## src/logic/can_status_pkg.sv

```systemverilog
// Purpose: Constants for the bus status and error count report block
// Assumes: APB slave, 32-bit data, pclk at 10 MHz
// Notes:   Offsets are byte addresses
package can_status_pkg;

  // ************************************************************
  // Register map
  // ************************************************************
  localparam logic [11:0] STATUS_OFFSET = 12'h000;
  localparam logic [11:0] COUNTS_OFFSET = 12'h004;
  localparam logic [11:0] CLEAR_OFFSET  = 12'h008;
  localparam logic [11:0] MODE_OFFSET   = 12'h00C;

  // ************************************************************
  // Field positions
  // ************************************************************
  localparam int LEC_LSB       = 0;
  localparam int LEC_MSB       = 2;
  localparam int TX_OK_BIT     = 3;
  localparam int RX_OK_BIT     = 4;
  localparam int ERROR_PASSIVE_FLAG_BIT     = 5;
  localparam int WARN_BIT      = 6;
  localparam int BUS_OFF_FLAG_BIT      = 7;
  localparam int TEC_LSB       = 0;
  localparam int TEC_MSB       = 7;
  localparam int REC_LSB       = 8;
  localparam int REC_MSB       = 14;
  localparam int RP_BIT        = 15;
  localparam int CLR_TX_BIT    = 0;
  localparam int CLR_RX_BIT    = 1;
  localparam int CLR_LEC_BIT   = 2;

  // ************************************************************
  // Last error codes
  // ************************************************************
  localparam logic [2:0] LEC_NONE   = 3'h0;
  localparam logic [2:0] LEC_STUFF  = 3'h1;
  localparam logic [2:0] LEC_FORM   = 3'h2;
  localparam logic [2:0] LEC_ACK    = 3'h3;
  localparam logic [2:0] LEC_BIT1   = 3'h4;
  localparam logic [2:0] LEC_BIT0   = 3'h5;
  localparam logic [2:0] LEC_CRC    = 3'h6;
  localparam logic [2:0] LEC_UNUSED = 3'h7;

  // ************************************************************
  // Limits
  // ************************************************************
  localparam logic [7:0] WARN_LIMIT    = 8'h60;
  localparam logic [7:0] PASSIVE_LIMIT = 8'h80;
  localparam logic [7:0] BUSOFF_LIMIT  = 8'hFF;
  localparam logic [7:0] TEC_MAX       = 8'hFF;
  localparam logic [6:0] REC_MAX       = 7'h7F;
  localparam logic [7:0] TEC_TX_ERR    = 8'h08;
  localparam logic [6:0] REC_RX_ERR    = 7'h01;
  localparam logic [3:0] UPGRADE_POS   = 4'hF;
  localparam int         LED_COUNT     = 6;

  // ************************************************************
  // Timing
  // ************************************************************
  localparam int CLK_HZ        = 10000000;
  localparam int SCROLL_MS     = 200;
  localparam int SCROLL_CYCLES = (CLK_HZ / 1000) * SCROLL_MS;

endpackage

```

## src/logic/can_error_status_report.sv

```systemverilog
// Purpose: Bus status flags, last error code and error counters over APB
// Assumes: Error and success events are one-cycle pulses from the protocol core
// Notes:   Also drives the upgrade-mode scrolling LED pattern
//
// Overview of operation
// RULE_01: Last error code sits in status bits 2:0; zero means no error.
// RULE_02: Stuff error pulse loads last error code 1.
// RULE_03: Form error pulse loads last error code 2.
// RULE_04: Unacknowledged transmitted frame loads last error code 3.
// RULE_05: Recessive sent but dominant seen, outside arbitration, loads code 4.
// RULE_06: Dominant sent but recessive seen loads code 5.
// RULE_07: Receive checksum mismatch loads code 6.
// RULE_08: Code 7 means no bus event detected.
// RULE_09: Status bit 3 set after a successful transmission.
// RULE_10: Status bit 4 set after any successful reception, filter aside.
// RULE_11: Status bit 5 shows error-passive state.
// RULE_12: Status bit 6 set while either counter has reached 96.
// RULE_13: Status bit 7 shows bus-off state.
// RULE_14: Transmit error counter in counter bits 7:0, maximum 255.
// RULE_15: Receive error counter in counter bits 14:8, maximum 127.
// RULE_16: Counter bit 15 set once receive counter reaches passive level.
// RULE_17: Operator sets first port switch to F before power-up for upgrade.
// RULE_18: In upgrade mode six LEDs scroll, one step every 200 ms.
// RULE_19: Last error code held until replaced; reserved bits read zero.
// RULE_20: Both error counters saturate and never wrap.
`timescale 1ns/10ps

module can_error_status_report #(
  parameter int SCROLL_CYCLES = can_status_pkg::SCROLL_CYCLES
) (
  // APB
  input  wire logic        pclk,
  input  wire logic        presetn,
  input  wire logic        psel,
  input  wire logic        penable,
  input  wire logic        pwrite,
  input  wire logic [11:0] paddr,
  input  wire logic [31:0] pwdata,
  output logic      [31:0] prdata,
  output logic             pready,
  output logic             pslverr,
  // Protocol core events, one-cycle pulses
  input  wire logic        stuff_err,
  input  wire logic        form_err,
  input  wire logic        ack_err,
  input  wire logic        bit1_err,
  input  wire logic        bit0_err,
  input  wire logic        crc_err,
  input  wire logic        tx_done,
  input  wire logic        rx_done,
  input  wire logic        bus_event,
  // Switch and indicators
  input  wire logic [3:0]  first_bus_port_rate,
  output logic      [5:0]  led_q
);

  // ************************************************************
  // Switch synchroniser and strap capture
  // ************************************************************
  typedef enum logic [3:0] {
    STRAP_FILL1  = 4'b0001,
    STRAP_FILL2  = 4'b0010,
    STRAP_SAMPLE = 4'b0100,
    STRAP_DONE   = 4'b1000
  } strap_state_e;

  logic [3:0]   sw_meta_q;
  logic [3:0]   sw_sync_q;
  strap_state_e strap_state_q;
  logic         upgrade_q;

  always_ff @(posedge pclk or negedge presetn) begin
    if (!presetn) begin
      sw_meta_q <= 4'h0;
      sw_sync_q <= 4'h0;
    end else begin
      sw_meta_q <= first_bus_port_rate;
      sw_sync_q <= sw_meta_q;
    end
  end

  // Two edges to fill the synchroniser, then a single look at the switch
  always_ff @(posedge pclk or negedge presetn) begin
    if (!presetn) begin
      strap_state_q <= STRAP_FILL1;
    end else begin
      case (strap_state_q)
        STRAP_FILL1:  strap_state_q <= STRAP_FILL2;
        STRAP_FILL2:  strap_state_q <= STRAP_SAMPLE;
        STRAP_SAMPLE: strap_state_q <= STRAP_DONE;
        STRAP_DONE:   strap_state_q <= STRAP_DONE;
        default:      strap_state_q <= STRAP_FILL1;
      endcase
    end
  end

  // Mode fixed until the next reset; a later switch turn has no effect
  always_ff @(posedge pclk or negedge presetn) begin
    if (!presetn) begin
      upgrade_q <= 1'b0;
    end else if (strap_state_q == STRAP_SAMPLE) begin
      upgrade_q <= (sw_sync_q == can_status_pkg::UPGRADE_POS); // RULE_17
    end
  end

  // ************************************************************
  // Scrolling LED pattern
  // ************************************************************
  typedef enum logic [1:0] {
    SCROLL_IDLE = 2'b01,
    SCROLL_RUN  = 2'b10
  } scroll_state_e;

  scroll_state_e scroll_state_q;
  logic [31:0]   scroll_cnt_q;
  logic          scroll_step;

  always_ff @(posedge pclk or negedge presetn) begin
    if (!presetn) begin
      scroll_state_q <= SCROLL_IDLE;
    end else begin
      case (scroll_state_q)
        SCROLL_IDLE: begin
          if (upgrade_q) begin
            scroll_state_q <= SCROLL_RUN;
          end
        end
        SCROLL_RUN: begin
          if (!upgrade_q) begin
            scroll_state_q <= SCROLL_IDLE;
          end
        end
        default: begin
          scroll_state_q <= SCROLL_IDLE;
        end
      endcase
    end
  end

  // Step strobe once per scroll period while running
  assign scroll_step = (scroll_state_q == SCROLL_RUN) &&
                       (scroll_cnt_q == 32'(SCROLL_CYCLES - 1));

  always_ff @(posedge pclk or negedge presetn) begin
    if (!presetn) begin
      scroll_cnt_q <= 32'h0;
    end else if ((scroll_state_q != SCROLL_RUN) || scroll_step) begin
      scroll_cnt_q <= 32'h0;
    end else begin
      scroll_cnt_q <= scroll_cnt_q + 32'h1;
    end
  end

  // First LED lit on entry, then one position left per step, wrapping round
  always_ff @(posedge pclk or negedge presetn) begin
    if (!presetn) begin
      led_q <= 6'h00;
    end else if (!upgrade_q) begin
      led_q <= 6'h00;
    end else if (scroll_state_q == SCROLL_IDLE) begin
      led_q <= 6'h01;
    end else if (scroll_step) begin
      led_q <= {led_q[can_status_pkg::LED_COUNT-2:0],
                led_q[can_status_pkg::LED_COUNT-1]}; // RULE_18
    end
  end

  // ************************************************************
  // APB decode
  // ************************************************************
  logic wr_en;
  logic hit;
  logic clr_tx;
  logic clr_rx;
  logic clr_lec;

  assign pready  = 1'b1;
  assign hit     = (paddr == can_status_pkg::STATUS_OFFSET) ||
                   (paddr == can_status_pkg::COUNTS_OFFSET) ||
                   (paddr == can_status_pkg::CLEAR_OFFSET)  ||
                   (paddr == can_status_pkg::MODE_OFFSET);
  assign pslverr = psel && penable && !hit;
  assign wr_en   = psel && penable && pwrite && (paddr == can_status_pkg::CLEAR_OFFSET);
  assign clr_tx  = wr_en && pwdata[can_status_pkg::CLR_TX_BIT];
  assign clr_rx  = wr_en && pwdata[can_status_pkg::CLR_RX_BIT];
  assign clr_lec = wr_en && pwdata[can_status_pkg::CLR_LEC_BIT];

  // ************************************************************
  // Last error code
  // ************************************************************
  logic [2:0] lec_q;
  logic       lec_load;
  logic [2:0] lec_code;

  // Highest-ranked error wins when several strike in one cycle
  always_comb begin
    lec_load = 1'b1;
    lec_code = can_status_pkg::LEC_NONE;
    if (stuff_err) begin
      lec_code = can_status_pkg::LEC_STUFF; // RULE_02
    end else if (form_err) begin
      lec_code = can_status_pkg::LEC_FORM; // RULE_03
    end else if (ack_err) begin
      lec_code = can_status_pkg::LEC_ACK; // RULE_04
    end else if (bit1_err) begin
      lec_code = can_status_pkg::LEC_BIT1; // RULE_05
    end else if (bit0_err) begin
      lec_code = can_status_pkg::LEC_BIT0; // RULE_06
    end else if (crc_err) begin
      lec_code = can_status_pkg::LEC_CRC; // RULE_07
    end else begin
      lec_load = 1'b0;
    end
  end

  // Code 7 until the first error, bus event or clear write, then held until replaced
  always_ff @(posedge pclk or negedge presetn) begin
    if (!presetn) begin
      lec_q <= can_status_pkg::LEC_UNUSED; // RULE_08
    end else if (lec_load) begin
      lec_q <= lec_code; // RULE_19
    end else if (bus_event || clr_lec) begin
      lec_q <= can_status_pkg::LEC_NONE; // RULE_01
    end
  end

  // ************************************************************
  // Success flags, set wins over clear
  // ************************************************************
  logic tx_ok_q;
  logic rx_ok_q;

  always_ff @(posedge pclk or negedge presetn) begin
    if (!presetn) begin
      tx_ok_q <= 1'b0;
    end else if (tx_done) begin
      tx_ok_q <= 1'b1; // RULE_09
    end else if (clr_tx) begin
      tx_ok_q <= 1'b0;
    end
  end

  always_ff @(posedge pclk or negedge presetn) begin
    if (!presetn) begin
      rx_ok_q <= 1'b0;
    end else if (rx_done) begin
      rx_ok_q <= 1'b1; // RULE_10
    end else if (clr_rx) begin
      rx_ok_q <= 1'b0;
    end
  end

  // ************************************************************
  // Error counters
  // ************************************************************
  logic [7:0] tec_q;
  logic [6:0] rec_q;
  logic       tx_err;
  logic       rx_err;
  logic       busoff;

  assign tx_err = ack_err || bit1_err || bit0_err;
  assign rx_err = stuff_err || form_err || crc_err;

  always_ff @(posedge pclk or negedge presetn) begin
    if (!presetn) begin
      tec_q <= 8'h00;
    end else if (tx_err) begin
      if (tec_q > can_status_pkg::TEC_MAX - can_status_pkg::TEC_TX_ERR) begin
        tec_q <= can_status_pkg::TEC_MAX; // RULE_20
      end else begin
        tec_q <= tec_q + can_status_pkg::TEC_TX_ERR;
      end
    end else if (tx_done && tec_q != 8'h00 && !busoff) begin
      tec_q <= tec_q - 8'h01;
    end
  end

  always_ff @(posedge pclk or negedge presetn) begin
    if (!presetn) begin
      rec_q <= 7'h00;
    end else if (rx_err) begin
      if (rec_q != can_status_pkg::REC_MAX) begin
        rec_q <= rec_q + can_status_pkg::REC_RX_ERR; // RULE_20
      end
    end else if (rx_done && rec_q != 7'h00) begin
      rec_q <= rec_q - 7'h01;
    end
  end

  typedef enum logic [1:0] {
    LINK_ON  = 2'b01,
    LINK_OFF = 2'b10
  } link_state_e;

  link_state_e link_state_q;

  // Bus-off entered at the counter ceiling and left only through reset
  always_ff @(posedge pclk or negedge presetn) begin
    if (!presetn) begin
      link_state_q <= LINK_ON;
    end else begin
      case (link_state_q)
        LINK_ON: begin
          if (tec_q == can_status_pkg::BUSOFF_LIMIT) begin
            link_state_q <= LINK_OFF; // RULE_13
          end
        end
        LINK_OFF: begin
          link_state_q <= LINK_OFF;
        end
        default: begin
          link_state_q <= LINK_ON;
        end
      endcase
    end
  end

  assign busoff = (link_state_q == LINK_OFF);

  // ************************************************************
  // Derived state flags
  // ************************************************************
  logic error_passive_flag;
  logic warn;
  logic rpass;

  assign rpass = ({1'b0, rec_q} >= can_status_pkg::PASSIVE_LIMIT - 8'h01); // RULE_16
  assign error_passive_flag = !busoff &&
                 ((tec_q >= can_status_pkg::PASSIVE_LIMIT) || rpass); // RULE_11
  assign warn  = (tec_q >= can_status_pkg::WARN_LIMIT) ||
                 ({1'b0, rec_q} >= can_status_pkg::WARN_LIMIT); // RULE_12

  // ************************************************************
  // Read data
  // ************************************************************
  logic [31:0] status_word;
  logic [31:0] counts_word;

  always_comb begin
    status_word = 32'h0; // RULE_19
    status_word[can_status_pkg::LEC_MSB:can_status_pkg::LEC_LSB] = lec_q; // RULE_01
    status_word[can_status_pkg::TX_OK_BIT] = tx_ok_q;
    status_word[can_status_pkg::RX_OK_BIT] = rx_ok_q;
    status_word[can_status_pkg::ERROR_PASSIVE_FLAG_BIT] = error_passive_flag;
    status_word[can_status_pkg::WARN_BIT]  = warn;
    status_word[can_status_pkg::BUS_OFF_FLAG_BIT]  = busoff;
    counts_word = 32'h0;
    counts_word[can_status_pkg::TEC_MSB:can_status_pkg::TEC_LSB] = tec_q; // RULE_14
    counts_word[can_status_pkg::REC_MSB:can_status_pkg::REC_LSB] = rec_q; // RULE_15
    counts_word[can_status_pkg::RP_BIT] = rpass;
  end

  logic        rd_setup;
  logic [31:0] rd_word;

  // Read data captured in the setup cycle, so the access phase needs no wait
  assign rd_setup = psel && !penable && !pwrite;

  always_comb begin
    case (paddr)
      can_status_pkg::STATUS_OFFSET: rd_word = status_word;
      can_status_pkg::COUNTS_OFFSET: rd_word = counts_word;
      can_status_pkg::MODE_OFFSET:   rd_word = {31'h0, upgrade_q};
      default:                       rd_word = 32'h0;
    endcase
  end

  always_ff @(posedge pclk or negedge presetn) begin
    if (!presetn) begin
      prdata <= 32'h0;
    end else if (rd_setup) begin
      prdata <= rd_word;
    end
  end

endmodule

```

## config.mk

```make
export PLATFORM = sky130hd
export DESIGN_NAME = can_error_status_report
export DESIGN_NICKNAME = d
export VERILOG_FILES = /design/src/logic/can_status_pkg.sv /design/src/logic/can_error_status_report.sv
export SDC_FILE = /design/constraint.sdc
export NUM_CORES = 1
export LEC_CHECK = 0
export ABC_CLOCK_PERIOD_IN_PS = 5620
export BUFFER_PORTS_ARGS = -buffer_cell sky130_fd_sc_hd__buf_2
export CAP_MARGIN = 10
export CORE_MARGIN = 8
export CORE_UTILIZATION = 50
export CTS_CLUSTER_SIZE = 14
export DETAILED_ROUTE_END_ITERATION = 12
export HOLD_SLACK_MARGIN = 0.15
export PLACE_DENSITY = 0.74
export SLEW_MARGIN = 20
export SYNTH_ARGS = -nofsm -noshare
export SYNTH_HDL_FRONTEND = slang
export SYNTH_SLANG_ARGS = --single-unit
```

## constraint.sdc

```tcl
create_clock -name pclk -period 5.62 [get_ports pclk]
set_clock_uncertainty 0.1 [all_clocks]
set_input_delay 0.562 -clock pclk [delete_from_list [all_inputs] [get_ports pclk]]
set_output_delay 0.562 -clock pclk [all_outputs]
set_load 0.005 [all_outputs]
```

# Word-level counts from Yosys, hierarchy flattened
# Index checks and enable logic that the tools add are counted.
# W data, S select, Z words.
[classes] addsub=5 order_cmp=5 n_eq_ne=21 n_mux=35 reduce_logical=40
[ops] operator="$pmux W16 S3" n=1
[ops] operator="$add A32 B1 Y32 const B" n=1
[ops] operator="$eq A32 B21 Y1 const B" n=1
[ops] operator="$mux W32" n=1
[ops] operator="$eq A12 B4 Y1 const B" n=2
[ops] operator="$mux W3" n=8
[ops] operator="$mux W8" n=3
[ops] operator="$mux W7" n=3
[ops] operator="$mux W6" n=3
[ops] operator="$ge A7 B7 Y1 const B" n=2
[ops] operator="$logic_and A1 B1 Y1" n=14
[ops] operator="$eq A12 B3 Y1 const B" n=1
[ops] operator="$logic_not A12 Y1" n=1
[ops] operator="$pmux W4 S3" n=1
[ops] operator="$logic_or A1 B1 Y1" n=11
[ops] operator="$mux W1" n=10
[ops] operator="$reduce_bool A2 Y1" n=5
[ops] operator="$add A8 B4 Y8 const B" n=1
[ops] operator="$eq A4 B4 Y1 const B" n=2
[ops] operator="$eq A8 B8 Y1 const B" n=1
[ops] operator="$ge A8 B7 Y1 const B" n=1
[ops] operator="$ge A8 B8 Y1 const B" n=1
[ops] operator="$gt A8 B8 Y1 const B" n=1
[ops] operator="$ne A2 B2 Y1 const B" n=4
[ops] operator="other kinds (18)" n=27
[word_totals] reg_bits=107 input_bits=62 word_cells=120

# Depth between registers and ports, before layout
[logic_depth] word_depth=7 depth_mapped=9 ltp_nobuf=8

# Least setup slack after synthesis
# OpenSTA, ideal clock, no wires.
[synth_timing] path_type="input port to flip-flop" start="in stuff_err" end="reg rec_q[4]" setup_ns=0.124 t_arrival_ns=2.310 required_time_ns=5.396 path_slack_ns=3.085 path_stages=9 cell_sequence="or3_1 > clkbuf_1 > xnor2_1 > ha_1 > or4_1 > nor4_1 > a41o_1 > nand2_1 > xnor2_1"
[synth_via] elab_chain_cells=4 word_cells_on_any_way=6
[synth_rtl] element="start, declared" line_no="can_error_status_report.sv:43" rtl="input wire logic stuff_err,"
[synth_rtl] element="$logic_or A1 B1 Y1 (*) (2 in series)" line_no="can_error_status_report.sv:263" rtl="assign rx_err = stuff_err || form_err || crc_err;"
[synth_rtl] element="$ne A2 B1 Y1 (no line) or $reduce_bool A2 Y1 (tied branches)"
[synth_rtl] element="$reduce_and A2 Y1 (no line)"
[synth_rtl] element="end signal, assigned" line_no="can_error_status_report.sv:284" rtl="rec_q <= rec_q + can_status_pkg::REC_RX_ERR;"
[synth_rtl] element="end signal, assigned" line_no="can_error_status_report.sv:287" rtl="rec_q <= rec_q - 7'h01;"
[synth_rtl] element="end, declared" line_no="can_error_status_report.sv:257" rtl="logic [6:0] rec_q;"
# Mark *: on every way between the ends. The rest lies on a longest branch, timed or not.
# A chain may end at the register's enable or synchronous reset.

# Final worst setup path
# Ends and elaborated chain as after synthesis.

==> results.txt <==
----------------------------------------------------
[Power]
  Combinational Power Share ... 0.182
  Design Power ... 1.55 mW
  Sequential fraction of design power ... 0.538
  Switching share of power ... 0.327
  Pwr per Cell Area ... 305 nW/µm²
  Switching power ... 0.507 mW
  Proportion of power drawn by the clock network ... 0.280
  Leakage power ... 2.18 nW
  Internal power summed over all cells ... 1.04 mW
  Worst vdd ir ... 0.209 mV

[Worst setup path]
  Delay of the slowest cell on the worst path ... 0.50 ns
  Worst EP arrival ... 2.59 ns
  Timing startpoint of the critical path ... stuff_err
  Critical Path RT ... 5.77 ns
  Element type at the critical path start ... input port
  RR Startpoint ... scroll_cnt_q[0]$_DFF_PN0_
  Critical path, cell by cell ... buf_2 > or3_1 > xnor2_1 > ha_1 > or4_1 > nor4_1 > a41o_1 > nand2_1 > xnor2_1
  Stages on the worst setup path ... 9
  FF-to-FF path depth ... 6
  Maximum fanout along the worst path ... 6
  Worst-path cell with the longest stage delay ... or3_1
  Type of the setup path with the least slack ... in -> reg
  Crit Reg-Reg Endpoint ... scroll_cnt_q[26]$_DFF_PN0_
  Endpoint kind of the worst setup timing path ... flip-flop
  Dominant cell type by count on the critical path ... xnor2_1
  Termination of the worst setup path ... rec_q[4]$_DFFE_PN0P_
  Cell family contributing the most delay on the critical path ... simple AND/OR/NAND/NOR gates
  Setup slack of the worst register-to-register path ... 3.33 ns
  Buf+Inv Stages, Crit Path ... 1

[Floorplanning]
  Die area ... 12600 µm²
  Die boundary width ... 112 µm
  I/O pin count ... 102
  Starting density of the core ... 0.506
  Site Rows ... 35
  Total core area ... 9110 µm²
  Y dimension of the die ... 112 µm

[Clocking]
  Maximum clock insertion buffer count ... 2
  Sinks on the clock net ... 91
  Clock transition at the registers of the reported paths ... 0.10 ns
  Resized cells post-CTS ... 0
  Post-cts hold buffer count ... 0
  Max H-tree Level ... 3
  Master cell of the clock root buffer ... clkbuf_8
  Number of CTS-inserted buffers ... 9
  Clock tree from TritonCTS ... yes
  Number of buffers inserted to repair setup after CTS ... 0
  Clk Latency, worst-skew pair ... 0.36 ns

[GRT]
  Overall routing resource usage ... 0.162
  Congestion Overflow GR ... 0
  Initial antenna violation count ... 0
  Pin count of the biggest net entering global routing ... 92
  Wire length of the first global-routing pass ... 16.9 mm
  Number of global-route vias before repair ... 3572

[Synthesis]
  Post-synthesis share of cell area spent on full adders, half adders and majority gates ... 0.0244
  Largest cells by area after synthesis ... dfrtp_1 (46%), xnor2_1 (6.1%), nand2_1 (3.7%)
  Area share of the largest cell type after synthesis ... 0.461
  Synthesized area divided by synthesized cell count ... 9.86 µm²
  Count of yosys warnings during synthesis ... 0
  Most numerous cell in the Yosys netlist ... dfrtp_1
  Synth Flop Type ... dfrtp_1
  Synthesized instance count ... 468
  Post-synth design cell area ... 4610 µm²
  Multiplexer share of the synthesized area ... 0.0331
  Share of synthesized cell area in and, or, nand and nor gates ... 0.224
  Largest area contributor in the synthesized netlist ... dfrtp_1
  Library cells used by synthesis ... 59
  Proportion of synthesized chip area in sequential cells ... 0.495
  Yosys reg bits ... 91
  Top post-synthesis cells by count ... dfrtp_1 (85), nand2_1 (46), nor2_1 (43), xnor2_1 (32), nand3_1 (24)
  Parity-gate share of the synthesized area counting xor and xnor cells ... 0.0702
  Count of flip-flops with a built-in enable after synthesis ... 0
  Fraction of the mapped netlist area in compound gates ... 0.0928
  Combinational family with the most area after synthesis ... simple AND/OR/NAND/NOR gates
  Share of synthesized registers carrying an async set or reset ... 1.00

[STA]
  Least-Margin Pin Slew ... 0.868 ns
  Setup TNS ... 0 ns
  Post-route clock period utilization ... 0.435
  RSZ-0062 raised after global routing ... false
  Slew margin rel. ... 0.417
  Number of pins with negative max-slew slack in the final report ... 0
  Max Freq ... 409 MHz
  Post-layout minimum cycle time ... 2.45 ns
  Final count of negative-setup-slack endpoints ... 0
  Final-report hold violation count ... 0

[Final layout]
  Fraction of layout cells with a size suffix above 1 ... 0.180
  Register cell area after layout ... 2280 µm²
  Number of filler cells placed in the layout ... 831
  Layout Nets ... 584
  Area delta synth->final ... 10.1%
  Multi-input logic area ... 2110 µm²
  Antenna diode count ... 0

[Placed design]
  Final RePlAce weighted congestion ... 0.848
  HPWL Detailed ... 6.90 mm
  IO buf count ... 55

[Route]
  Count of antenna-violating nets left after detailed routing ... 0
  Iteration-0 DRC Markers ... 193
  Drt total wl ... 9.59 mm
  # DRC ... 0
  Via/cell ratio ... 5.57
  Post-detailed-route wirelength per cell ... 15.2 µm
  First-pass detailed-route iteration total ... 4
  Total via count after detailed routing ... 3505

[Flow run]
  Max cap viols ... 0

[Min path]
  Type of the worst min-delay path ... in -> async

[Outcome]
  Status ... complete, no violations

----------------------------------------------------
-- registers in the layout, summed over array words and instances (netlist names) --
| signal | count |
|---|---|
| led_q | 6 |
| scroll_state_q | 2 |
| rec_q | 7 |
| link_state_q | 2 |
| rx_ok_q | 1 |
| prdata | 16 |
| sw_meta_q | 4 |
| sw_sync_q | 4 |
| strap_state_q | 4 |
| lec_q | 3 |
| upgrade_q | 1 |
| scroll_cnt_q | 32 |
| tec_q | 8 |
| tx_ok_q | 1 |
-- power by group through the flow --
stage	clock network, mW	registers (mW)	logic (mW)
4_1_cts	0.442	0.834	0.285
2_1_floorplan	0	0.780	0.273
3_3_place_gp	0	0.843	0.273
5_1_grt	0.469	0.850	0.326
6_report	0.434	0.835	0.282
3_5_place_dp	0	0.845	0.283
-- worst min path at each step --
| stage | startpoint | to | slack, ns | cells after the start |
|---|---|---|---|---|
| 3_5_place_dp | sw_meta_q[2]$_DFF_PN0_ | sw_sync_q[2]$_DFF_PN0_ | 0.24 | 0 |
| 5_1_grt | first_bus_port_rate[3] | sw_meta_q[3]$_DFF_PN0_ | 0.18 | 1 |
| 2_1_floorplan | presetn | led_q[0]$_DFFE_PN0P_ | 0.17 | 0 |
| 4_1_cts | first_bus_port_rate[1] | sw_meta_q[1]$_DFF_PN0_ | 0.19 | 1 |
| 6_report | presetn | scroll_cnt_q[26]$_DFF_PN0_ | 0.15 | 1 |
| 3_3_place_gp | sw_meta_q[0]$_DFF_PN0_ | sw_sync_q[0]$_DFF_PN0_ | 0.23 | 0 |
-- placed cells by master (no fill, tap or decap), drive strengths merged, types with 17 or more instances in the layout --
cell / instances
buf: 56
conb: 17
dfrtp: 85
inv: 20
nand2: 46
nand3: 25
nor2: 47
nor4: 17
o21ai: 18
xnor2: 32
-- per-layer routing --
metal,track usage,share of wire,vias to the layer above
li1,-,-,1699
met1,0.194,0.44,1707
met2,0.272,0.48,84
met3,0.0505,0.053,15
met4,0.0522,0.021,0
met5,0,0,-
-- kinds of logic after synthesis --
logic type / count (synthesis)
flops: 91
other cells: 2
fa+ha+maj: 9
mux: 15
compound gates: 65
simple gates: 196
buf+inv: 53
xor+xnor: 37
-- layout make-up --
type / count / area share
clock inverter: 6 / 0.0111
tap: 111 / 0.0273
multi-input combinational: 339 / 0.416
inverter: 16 / 0.0118
sequential: 91 / 0.450
timing repair buffer: 56 / 0.0569
clock buffer: 10 / 0.0271
-- metrics by stage --
| stage | hold slack, ns | instances | setup slack [ns] | utilization | cell area (µm²) |
|---|---|---|---|---|---|
| after floorplan | 0.166 | 483 | 3.09 | - | 4670 |
| after global placement | 0.233 | 613 | 2.84 | 0.536 | 4880 |
| after detailed placement | 0.236 | 613 | 2.80 | 0.536 | 4880 |
| after CTS | 0.187 | 629 | 3.18 | 0.557 | 5080 |
| after global routing | 0.180 | 629 | 3.05 | 0.558 | 5080 |
| final | 0.150 | 629 | 3.17 | 0.558 | 5080 |
Note: power is estimated with default switching activity, not from simulation.
